$ cat config.mk
export PLATFORM = sky130hd
export DESIGN_NAME = pci_config_regs
export DESIGN_NICKNAME = d
export VERILOG_FILES = /design/src/pci_cfg_pkg.sv /design/src/pci_config_regs.sv /design/src/pci_latency_timer.sv
export SDC_FILE = /design/constraint.sdc
export NUM_CORES = 1
export LEC_CHECK = 0
export BUFFER_PORTS_ARGS = -buffer_cell sky130_fd_sc_hd__buf_2
export CAP_MARGIN = 20
export CELL_PAD_IN_SITES_DETAIL_PLACEMENT = 1
export CELL_PAD_IN_SITES_GLOBAL_PLACEMENT = 2
export CORE_UTILIZATION = 30
export CTS_CLUSTER_SIZE = 16
export DETAILED_ROUTE_END_ITERATION = 8
export GPL_TIMING_DRIVEN = 0
export PLACE_DENSITY_LB_ADDON = 0.1
export REMOVE_ABC_BUFFERS = 1
export SLEW_MARGIN = 10
export SYNTH_ARGS = -nofsm -noshare
export SYNTH_HDL_FRONTEND = slang
export SYNTH_SLANG_ARGS = --single-unit
$ cat constraint.sdc
create_clock -name CLOCK -period 4 [get_ports CLOCK]
set_input_delay 1.2 -clock CLOCK [delete_from_list [all_inputs] [get_ports CLOCK]]
set_output_delay 1.2 -clock CLOCK [all_outputs]
set_load 0.1 [all_outputs]
$ cat src/pci_cfg_pkg.sv
/*
  constants, field positions, reset values and carrier types shared by
  the configuration register bank and its bench.
  assumes a PCI target decoder on the same clock issues config cycles.
*/
`default_nettype none
package pci_cfg_pkg;
  // ------------------------------------------------------------------
  // register offsets (byte addresses in configuration space)
  // ------------------------------------------------------------------
  localparam logic [7:0] OFS_CMD_STATUS  = 8'h04;
  localparam logic [7:0] OFS_CLASS_REV   = 8'h08;
  localparam logic [7:0] OFS_LAT_CACHE   = 8'h0c;
  // ------------------------------------------------------------------
  // command field positions
  // ------------------------------------------------------------------
  localparam int BIT_MEM_EN      = 1;
  localparam int BIT_MASTER_EN   = 2;
  localparam int BIT_PERR_RESP   = 6;
  localparam int BIT_SERR_EN     = 8;
  // ------------------------------------------------------------------
  // status field positions
  // ------------------------------------------------------------------
  localparam int BIT_DATA_PERR_RPT = 24;
  localparam int BIT_CAP_66MHZ     = 21;
  localparam int BIT_TGT_ABORT     = 27;
  localparam int BIT_RX_TGT_ABORT  = 28;
  localparam int BIT_RX_MST_ABORT  = 29;
  localparam int BIT_SIG_SERR      = 30;
  localparam int BIT_DET_PERR      = 31;
  localparam int DEVSEL_LSB        = 25;
  // ------------------------------------------------------------------
  // fixed values and reset values
  // ------------------------------------------------------------------
  localparam logic [1:0]  DEVSEL_MEDIUM  = 2'h1;
  localparam logic        CAP_66MHZ_VAL  = 1'h0;
  localparam logic [7:0]  BASE_CLASS     = 8'h02;
  localparam logic [7:0]  SUB_CLASS      = 8'h00;
  localparam logic [15:0] CMD_RESET      = 16'h0000;
  localparam logic [15:0] CMD_WR_MASK    = 16'h0146;
  localparam logic [7:0]  LAT_RESET      = 8'h00;
  localparam logic [7:0]  CACHE_RESET    = 8'h00;
  // ------------------------------------------------------------------
  // carrier types
  // ------------------------------------------------------------------
  typedef struct packed {
    logic        sel;
    logic        wr;
    logic [7:0]  addr;
    logic [3:0]  be;
    logic [31:0] wdata;
  } cfg_req_t;
  typedef struct packed {
    logic addr_perr;
    logic data_perr;
    logic mst_data_perr;
    logic rx_mst_abort;
    logic rx_tgt_abort;
    logic tgt_abort;
  } bus_events_t;
endpackage
`default_nettype wire

$ cat src/pci_config_regs.sv
/*
  configuration space bank: command/status, class/revision and
  latency/cache line registers, with the gating they exert on master
  and memory-space activity, parity reporting and burst termination.
  assumes a same-clock target decoder presents config cycles and
  memory hits, and a same-clock master engine drives frame activity.
*/
// Contract
// - 66 MHz capable status bit always reads zero.
// - address parity error drives system error only when enabled.
// - parity error response set: signal fatal bus error on parity error.
// - response clear: ignore parity errors; bit clear after reset. The code still drives serr on an address parity error while serr enable is set.
// - start master transactions only while master enable is set.
// - claim memory cycles only while memory space enable is set.
// - base class reads 0x02 in top byte, read only.
// - subclass reads 0x00 in bits 23:16; bits 15:8 read zero.
// - revision in bits 7:4, step in bits 3:0, fixed.
// - latency timer is eight bits at 15:8, in clock periods.
// - frame assertion loads and starts the latency timer.
// - frame ending before expiry makes the timer harmless.
// - after expiry, terminate once grant is withdrawn.
// - cache line size stored in bits 7:0, in doublewords.
// - all command bits zero after hardware reset.
// - upper status bits clear only by writing one.
// - command written zero detaches device except for config cycles.
// - hardware reset restores defaults; software reset leaves registers.
`timescale 1ns/10ps
`default_nettype none
module pci_config_regs #(
  parameter logic [3:0] REVISION_NUM = 4'h3, // arbitrary value
  parameter logic [3:0] STEP_NUM     = 4'h5  // arbitrary value
) (
  input  wire logic                      CLOCK,       // 125 MHz clock
  input  wire logic                      RESET,       // hardware reset
  input  wire logic                      SOFT_RESET,  // software reset
  input  wire pci_cfg_pkg::cfg_req_t     CFG_REQ,     // config cycle
  output logic [31:0]                    CFG_RDATA,   // read data
  output logic                           CFG_ACK,     // access done
  input  wire logic                      MEM_HIT,     // memory decode hit
  output logic                           MEM_CLAIM,   // claim mem cycle
  input  wire logic                      MST_REQ,     // engine wants bus
  output logic                           MST_GO,      // master allowed
  input  wire logic                      FRAME_ACT,   // our frame driven
  input  wire logic                      GNT_N,       // arbiter grant pin
  input  wire pci_cfg_pkg::bus_events_t  BUS_EV,      // parity/abort events
  output logic                           SERR_N_O,    // serr pin level
  output logic                           SERR_N_OE,   // serr pin drive
  output logic                           FATAL_ERR,   // fatal bus error
  output logic                           MST_STOP,    // end master burst
  output logic [7:0]                     CACHE_LINE   // cache line size
);
  // ------------------------------------------------------------------
  // state
  // ------------------------------------------------------------------
  logic [15:0] cmd_q;
  logic [31:0] status_q;
  logic [7:0]  lat_q;
  logic [7:0]  cache_q;
  logic        gnt_s1_q;
  logic        gnt_s2_q;
  logic        frame_q;
  logic        ack_q;
  logic [31:0] rdata_q;
  logic        mem_claim_q;
  logic        mst_go_q;
  logic        serr_oe_q;
  logic        serr_o_q;
  logic        fatal_q;

  // ------------------------------------------------------------------
  // decode
  // ------------------------------------------------------------------
  wire hit_cmd  = CFG_REQ.addr == pci_cfg_pkg::OFS_CMD_STATUS;
  wire hit_cls  = CFG_REQ.addr == pci_cfg_pkg::OFS_CLASS_REV;
  wire hit_lat  = CFG_REQ.addr == pci_cfg_pkg::OFS_LAT_CACHE;
  wire wr_cmd   = CFG_REQ.sel && CFG_REQ.wr && hit_cmd;
  wire wr_lat   = CFG_REQ.sel && CFG_REQ.wr && hit_lat;
  wire rd_any   = CFG_REQ.sel && !CFG_REQ.wr;

  wire [15:0] be_mask16 = {{8{CFG_REQ.be[1]}}, {8{CFG_REQ.be[0]}}};
  wire [15:0] cmd_wmask = be_mask16 & pci_cfg_pkg::CMD_WR_MASK;

  wire serr_en   = cmd_q[pci_cfg_pkg::BIT_SERR_EN];
  wire perr_resp = cmd_q[pci_cfg_pkg::BIT_PERR_RESP];
  wire mst_en    = cmd_q[pci_cfg_pkg::BIT_MASTER_EN];
  wire mem_en    = cmd_q[pci_cfg_pkg::BIT_MEM_EN];

  wire any_perr   = BUS_EV.addr_perr || BUS_EV.data_perr;
  wire serr_fire  = BUS_EV.addr_perr && serr_en;
  wire fatal_fire = any_perr && perr_resp;
  wire frame_start = FRAME_ACT && !frame_q;

  // hardware set events, one per sticky status bit
  logic [31:0] st_set;
  always_comb begin
    st_set = 32'h0;
    st_set[pci_cfg_pkg::BIT_DET_PERR]     = any_perr;
    st_set[pci_cfg_pkg::BIT_SIG_SERR]     = serr_fire;
    st_set[pci_cfg_pkg::BIT_RX_MST_ABORT] = BUS_EV.rx_mst_abort;
    st_set[pci_cfg_pkg::BIT_RX_TGT_ABORT] = BUS_EV.rx_tgt_abort;
    st_set[pci_cfg_pkg::BIT_TGT_ABORT]    = BUS_EV.tgt_abort;
    st_set[pci_cfg_pkg::BIT_DATA_PERR_RPT] =
      BUS_EV.mst_data_perr && perr_resp;
  end

  // write-one-to-clear lane of the top byte only
  wire [31:0] st_clr = (wr_cmd && CFG_REQ.be[3]) ?
                       {CFG_REQ.wdata[31:24], 24'h0} : 32'h0;

  // sticky bits; a set in the same cycle as a clear wins, so an
  // event is never lost to a host clearing an older one
  wire [31:0] status_d = (status_q & ~st_clr) | st_set;

  // fixed status fields, never held in flops
  wire [31:0] status_rd = (status_q & 32'hf9000000)
    | ({30'h0, pci_cfg_pkg::DEVSEL_MEDIUM} << pci_cfg_pkg::DEVSEL_LSB)
    | ({31'h0, pci_cfg_pkg::CAP_66MHZ_VAL}
       << pci_cfg_pkg::BIT_CAP_66MHZ);

  wire [31:0] class_rd = {pci_cfg_pkg::BASE_CLASS,
                          pci_cfg_pkg::SUB_CLASS, 8'h00,
                          REVISION_NUM, STEP_NUM};

  wire [31:0] cmd_rd = {status_rd[31:16], cmd_q};
  wire [31:0] lat_rd = {16'h0000, lat_q, cache_q};
  wire [31:0] rd_mux = hit_cmd ? cmd_rd :
                       hit_cls ? class_rd :
                       hit_lat ? lat_rd : 32'h0;

  // ------------------------------------------------------------------
  // registers; only hardware reset restores defaults
  // ------------------------------------------------------------------
  always_ff @(posedge CLOCK) begin
    if (RESET) begin
      cmd_q <= pci_cfg_pkg::CMD_RESET;
    end else if (wr_cmd) begin
      // zero written here disconnects all but config cycles
      cmd_q <= (cmd_q & ~cmd_wmask)
             | (CFG_REQ.wdata[15:0] & cmd_wmask);
    end
  end

  always_ff @(posedge CLOCK) begin
    if (RESET) begin
      status_q <= 32'h0;
    end else begin
      status_q <= status_d & 32'hf9000000;
    end
  end

  always_ff @(posedge CLOCK) begin
    if (RESET) begin
      lat_q   <= pci_cfg_pkg::LAT_RESET;
      cache_q <= pci_cfg_pkg::CACHE_RESET;
    end else if (wr_lat) begin
      if (CFG_REQ.be[1]) begin
        lat_q <= CFG_REQ.wdata[15:8];
      end
      if (CFG_REQ.be[0]) begin
        cache_q <= CFG_REQ.wdata[7:0];
      end
    end
  end

  // ------------------------------------------------------------------
  // access answer, one cycle after the request
  // ------------------------------------------------------------------
  always_ff @(posedge CLOCK) begin
    if (RESET) begin
      ack_q   <= 1'b0;
      rdata_q <= 32'h0;
    end else begin
      ack_q   <= CFG_REQ.sel;
      rdata_q <= rd_any ? rd_mux : 32'h0;
    end
  end

  // ------------------------------------------------------------------
  // grant synchroniser and frame edge
  // ------------------------------------------------------------------
  always_ff @(posedge CLOCK) begin
    if (RESET) begin
      gnt_s1_q <= 1'b1;
      gnt_s2_q <= 1'b1;
      frame_q  <= 1'b0;
    end else begin
      gnt_s1_q <= GNT_N;
      gnt_s2_q <= gnt_s1_q;
      frame_q  <= FRAME_ACT;
    end
  end

  // ------------------------------------------------------------------
  // bus gating and error signalling
  // ------------------------------------------------------------------
  always_ff @(posedge CLOCK) begin
    if (RESET) begin
      mem_claim_q <= 1'b0;
      mst_go_q    <= 1'b0;
      serr_oe_q   <= 1'b0;
      serr_o_q    <= 1'b0;
      fatal_q     <= 1'b0;
    end else begin
      mem_claim_q <= MEM_HIT && mem_en;
      mst_go_q    <= MST_REQ && mst_en;
      serr_oe_q   <= serr_fire;
      serr_o_q    <= 1'b0;
      fatal_q     <= fatal_fire;
    end
  end

  // software reset is deliberately not wired to any register
  wire unused_ok = SOFT_RESET;

  pci_latency_timer u_lat (
    .clock       (CLOCK),
    .reset       (RESET),
    .frame_start (frame_start),
    .frame_act   (FRAME_ACT),
    .load_val    (lat_q),
    .gnt_n       (gnt_s2_q),
    .stop_q      (MST_STOP)
  );

  assign CFG_RDATA  = rdata_q;
  assign CFG_ACK    = ack_q;
  assign MEM_CLAIM  = mem_claim_q;
  assign MST_GO     = mst_go_q;
  assign SERR_N_O   = serr_o_q;
  assign SERR_N_OE  = serr_oe_q;
  assign FATAL_ERR  = fatal_q;
  assign CACHE_LINE = cache_q;
endmodule
`default_nettype wire

$ cat src/pci_latency_timer.sv
/*
  master latency timer: loaded when the master raises its frame,
  counts down per clock, asks for termination after expiry once grant
  is withdrawn. assumes gnt_n is already synchronised by the caller.
*/
`timescale 1ns/10ps
`default_nettype none
module pci_latency_timer (
  input  wire logic       clock,       // pci clock
  input  wire logic       reset,       // sync, active high
  input  wire logic       frame_start, // first cycle of our frame
  input  wire logic       frame_act,   // our frame asserted
  input  wire logic [7:0] load_val,    // programmed timer value
  input  wire logic       gnt_n,       // synchronised grant, low active
  output logic            stop_q       // begin terminating the burst
);
  logic [7:0] cnt_q;
  logic       armed_q;
  logic       expired;

  assign expired = armed_q && (cnt_q == 8'h00);

  always_ff @(posedge clock) begin
    if (reset) begin
      cnt_q   <= 8'h00;
      armed_q <= 1'b0;
    end else if (frame_start) begin
      cnt_q   <= load_val;
      armed_q <= 1'b1;
    end else if (!frame_act) begin
      armed_q <= 1'b0;
    end else if (cnt_q != 8'h00) begin
      cnt_q   <= cnt_q - 8'h01;
    end
  end

  always_ff @(posedge clock) begin
    if (reset) begin
      stop_q <= 1'b0;
    end else begin
      stop_q <= expired && frame_act && gnt_n;
    end
  end
endmodule
`default_nettype wire

Word level (Yosys, flattened, before mapping)
Cells that the tools add are included.
{"block": "word_totals", "ff_bits": 114}
{"block": "classes", "addsub": 1, "n_eq_ne": 4, "mux": 9, "bitwise_logic": 8, "n_reduce_logical": 26}
{"cell": "$mux 32", "n": 2}
{"cell": "$and 32x32->32", "n": 1}
{"cell": "$not 32->32", "n": 1}
{"cell": "$or 32x32->32", "n": 1}
{"cell": "$mux 26", "n": 1}
{"cell": "$mux 8", "n": 3}
{"cell": "$and 16x16->16", "n": 1}
{"cell": "$and 16x9->16", "n": 1}
{"cell": "$eq 8x4->1 const B", "n": 2}
{"cell": "$mux 16", "n": 1}
{"cell": "$not 9->16", "n": 1}
{"cell": "$or 16x16->16", "n": 1}
{"cell": "$logic_and 1x1->1", "n": 14}
{"cell": "$eq 8x3->1 const B", "n": 1}
{"cell": "$logic_not 8->1", "n": 1}
{"cell": "$reduce_bool 8->1", "n": 1}
{"cell": "$sub 8x1->8 const B", "n": 1}
{"cell": "$reduce_and 2->1", "n": 3}
{"cell": "$reduce_bool 2->1", "n": 2}
{"cell": "$reduce_or 4->1", "n": 1}
{"cell": "$logic_not 1->1", "n": 2}
{"cell": "$mux 1", "n": 2}
{"cell": "$ne 2x1->1 const B", "n": 1}
{"cell": "$reduce_or 2->1", "n": 1}
{"cell": "2 further kinds", "n": 2}

Longest topological paths before layout
{"block": "depth", "word_depth": 7, "mapped_depth": 7}

Hierarchy
Synthesis repeated with hierarchy kept, for this count alone.
{"block": "unflattened", "hier_cells": 293, "area_unflattened_um2": 2758.9}
{"module": "pci_config_regs", "instances": 1, "cells_per_inst": 226, "area_per_inst_um2": 2174.6, "seq_area_each_um2": 1141.1}
{"module": "pci_latency_timer", "instances": 1, "cells_per_inst": 67, "area_per_inst_um2": 584.3, "seq_area_each_um2": 200.2}

Worst setup path after synthesis
No wires, ideal clock.
{"block": "synth_path", "path_kind": "input -> register", "startpoint": "in CFG_REQ[43] (netlist name)", "endpoint": "reg cache_q[0] (netlist: CACHE_LINE[0])", "arrival_ns": 2.696, "required_time_ns": 3.872, "path_slack_ns": 1.177, "stages": 5, "path_buffers": 1, "cell_sequence": "or4_4 buf_6 nor4_4 mux2i_1 nor2_1"}
{"block": "synth_via", "elab_chain_len": 3}
{"item": "start, declared", "line": "pci_config_regs.sv:36", "rtl": "input wire pci_cfg_pkg::cfg_req_t CFG_REQ,"}
{"item": "$eq 8x4->1", "line": "pci_config_regs.sv:75", "rtl": "wire hit_lat = CFG_REQ.addr == pci_cfg_pkg::OFS_LAT_CACHE;"}
{"item": "$logic_and 1x1->1", "line": "pci_config_regs.sv:77", "rtl": "wire wr_lat = CFG_REQ.sel && CFG_REQ.wr && hit_lat;"}
{"item": "$reduce_and 2->1 (no line)"}
{"item": "end signal, assigned", "line": "pci_config_regs.sv:154", "rtl": "cache_q <= pci_cfg_pkg::CACHE_RESET;"}
{"item": "end signal, assigned", "line": "pci_config_regs.sv:160", "rtl": "cache_q <= CFG_REQ.wdata[7:0];"}
{"item": "end, declared", "line": "pci_config_regs.sv:58", "rtl": "logic [7:0] cache_q;"}
Every way passes these cells.
A chain may end at the register's enable or synchronous reset.

Worst setup path after layout
{"block": "layout_path", "startpoint": "in RESET", "endpoint": "reg rdata_q[1] (netlist: CFG_RDATA[1])"}
{"block": "layout_via", "elab_chain_len": 1}
{"item": "start, declared", "line": "pci_config_regs.sv:34", "rtl": "input wire logic RESET,"}
{"item": "$reduce_or 2->1 (no line)"}
{"item": "end signal, assigned", "line": "pci_config_regs.sv:174", "rtl": "rdata_q <= rd_any ? rd_mux : 32'h0;"}
{"item": "end, declared", "line": "pci_config_regs.sv:63", "rtl": "logic [31:0] rdata_q;"}
Every way passes these cells.

==> out/results.ini <==
[clock_tree]
tritoncts_num_sinks = 67
ctsRootBufferMaster = clkbuf_8
cts_resized = 0
cts.clk_slew.worst_paths_ns = 0.07
cts_tree = done
cts_buffer_depth = 2
htree_levels = 3
post-cts-setup-buffers = 0
insertion_delay_ns = 0.34
cts_made_buffers = 9
cts_hold_buf = 0

[timing]
hold_viol_final = 0
grt_setup_unrepaired = false
skew_ns = 0.004847
worstMarginPinSlew_ns = 0.8372
fmax_mhz = 362.2
period_share = 0.6902
final.min_clock_period_ns = 2.761
fin_tns_setup_ns = 0
setup_viol = 0
relSlewSlack = 0.4377
final-max-slew-violation-count = 0

[yosys]
synth_top_cell_by_area = dfxtp_1
synth.top_cells.by_area = dfxtp_1 51%, mux2i_1 8.0%, nor2_1 3.9%, and2_1 3.6%, buf_4 2.9%
synth_cell_type_count = 46
async_reset_ff_frac = 0
yosys.area.top_type_share = 0.5134
ys_ff_latch = 67
yosys_warnings = 0
avgSynthCellArea_um2 = 9.712
synth_flop_cell = dfxtp_1
synth_cells = 269
seq_area_frac_synth = 0.5134
syn-cell-area_um2 = 2613
synth_edf_count = 0

[run]
maxCapViolCount = 0

[critical_path]
cp-endpoint = CFG_RDATA[1]
reg2reg_from = u_lat.cnt_q[2]
reg2regPathDepth = 4
r2r-end = u_lat.cnt_q[2]
critPathKind = input pin to flop
critPathLaunch = RESET
start_kind = input pin
end_kind = flop
worst_path_max_delay_cell = nor4_2
crit_fanout = 33
cpPeakStageDelay_ns = 0.69
reg2reg_setup_slack_ns = 2.23
cp.arrival_ns = 3.04
cp_cell_sequence = buf_2, or3b_2, nor4_2, a22o_1
required_ns = 4.28

[floorplanning]
die_area_um2 = 9086
start_util = 0.3132
core-area_um2 = 8341
floorplan.io_pins = 106
die_h_um = 95.32
row_count = 33
die_w_um = 95.32

[drt]
drtPass1Iterations = 4
vias_per_cell = 4.686
drt_iter0_drc = 48
dr_total_vias = 2165
routedWlPerCell_um = 13.74
drc_errors = 0
antenna_left = 0
routed_wl_um = 6349

[power]
pwr-share-comb = 0.113
powerDensity_nw_per_um2 = 428.2
switching_share = 0.2663
pwr-share-clk = 0.397
ir_worst_vdd_mv = 0.1971
power.total_uw = 1403
switching_power_uw = 373.6
intPower_uw = 1029
leakage_uw = 0.001465
power.share.sequential = 0.490

[layout]
nets = 413
syn2layout_area_growth_pct = 25.43
layout_common_cells = 83 x buf_2, 67 x dfxtp_1, 27 x nor2_1
regArea_um2 = 1341
fillers = 1001
mostFrequentLayoutCell = buf_2
drive_above_1_share = 0.3081
multiInputGateArea_um2 = 1139
n_antenna_cell = 0

[global_routing]
antenna_found_initial = 0
grt_max_degree = 34
grt_pass1_wl_um = 10270
overflow = 0
grt_pass1_vias = 2119
grtUsageTotal = 0.1526

[place]
io_buffers = 83
hpwl_um = 4708
place_congestion = 0.7438

[outcome]
outcome = finished clean

[worst_hold_path]
min_path_type = flop to flop

[layout make-up]
cell class | count | share of cell area
multi-input combinational | 177 | 0.3475
tap | 105 | 0.04009
timing repair buffer | 84 | 0.1291
clock buffer | 11 | 0.04315
sequential | 67 | 0.4093
inverter | 13 | 0.01489
clock inverter | 5 | 0.01604
[metal layers]
metal / track usage / share of wire / up-vias
met5: 0 / 0 / -
met4: 0.06439 / 0.014 / 0
met3: 0.05502 / 0.072 / 8
met2: 0.2411 / 0.46 / 71
met1: 0.1864 / 0.46 / 1014
li1: - / - / 1072
[worst min path at each step]
stage | cells past startpoint | startpoint | end
floorplan | 1 | gnt_s1_q | gnt_s2_q
detailed placement | 1 | gnt_s1_q | gnt_s2_q
finish | 1 | gnt_s1_q | gnt_s2_q
CTS | 1 | gnt_s1_q | gnt_s2_q
global route | 1 | gnt_s1_q | gnt_s2_q
global placement | 1 | gnt_s1_q | gnt_s2_q
[critical path: cells and delay by family]
kind,cells,cell delay [ns]
compound gates,1,0.25
buf+inv,1,0.29
simple gates,2,1.28
[registers in the layout, summed over array words and instances (netlist names), named ones only]
signal	count
CACHE_LINE	8
CFG_ACK	1
CFG_RDATA	23
FATAL_ERR	1
MEM_CLAIM	1
MST_GO	1
SERR_N_OE	1
frame_q	1
gnt_s1_q	1
gnt_s2_q	1
lat_q	8
status_q	6
u_lat.armed_q	1
u_lat.cnt_q	8
u_lat.stop_q	1
[kinds of logic (layout without fill, tap and decap cells)]
logic type,Yosys count,count (layout),share of synthesized area
other cells,1,10,0.001435
fa+ha+maj,2,2,0.009577
compound gates,41,41,0.1035
simple gates,103,103,0.2256
flops,67,67,0.5134
buf+inv,34,113,0.06609
mux,21,21,0.08046
[power groups by stage]
stage / sequential, µW / clock, µW / combinational (µW)
global route: 689 / 609 / 173
global placement: 702 / 0 / 160
CTS: 687 / 588 / 161
floorplan: 707 / 0 / 104
finish: 687 / 557 / 159
detailed placement: 702 / 0 / 160
[Yosys cell counts, drive strengths merged (2+ instances only)]
| cell type | n |
|---|---|
| nand2 | 14 |
| buf | 12 |
| or4 | 3 |
| nor2 | 27 |
| dfxtp | 67 |
| a21oi | 13 |
| nand3 | 4 |
| nor2b | 3 |
| inv | 13 |
| a31o | 2 |
| clkbuf | 9 |
| nand2b | 3 |
| o21a | 5 |
| or2 | 4 |
| a22o | 2 |
| a21o | 2 |
| nand4 | 3 |
| nand4b | 3 |
| nor4 | 5 |
| and3 | 6 |
| or3 | 2 |
| nand3b | 2 |
| and2 | 15 |
| a31oi | 5 |
| ha | 2 |
| mux2i | 21 |
| o21ai | 4 |
| nor3 | 6 |
[per-stage QoR]
stage | area [µm²] | setup slack [ns] | utilization | cells | hold WS, ns
floorplan | 2522 | 1.224 | - | 257 | 0.3895
global placement | 3069 | 0.1798 | 0.3680 | 445 | 0.3964
detailed placement | 3083 | 0.8166 | 0.3696 | 446 | 0.3981
CTS | 3277 | 1.188 | 0.3929 | 462 | 0.4135
global route | 3277 | 1.039 | 0.3929 | 462 | 0.4296
finish | 3277 | 1.239 | 0.3929 | 462 | 0.4147
Power figures use the tool's default switching activity.
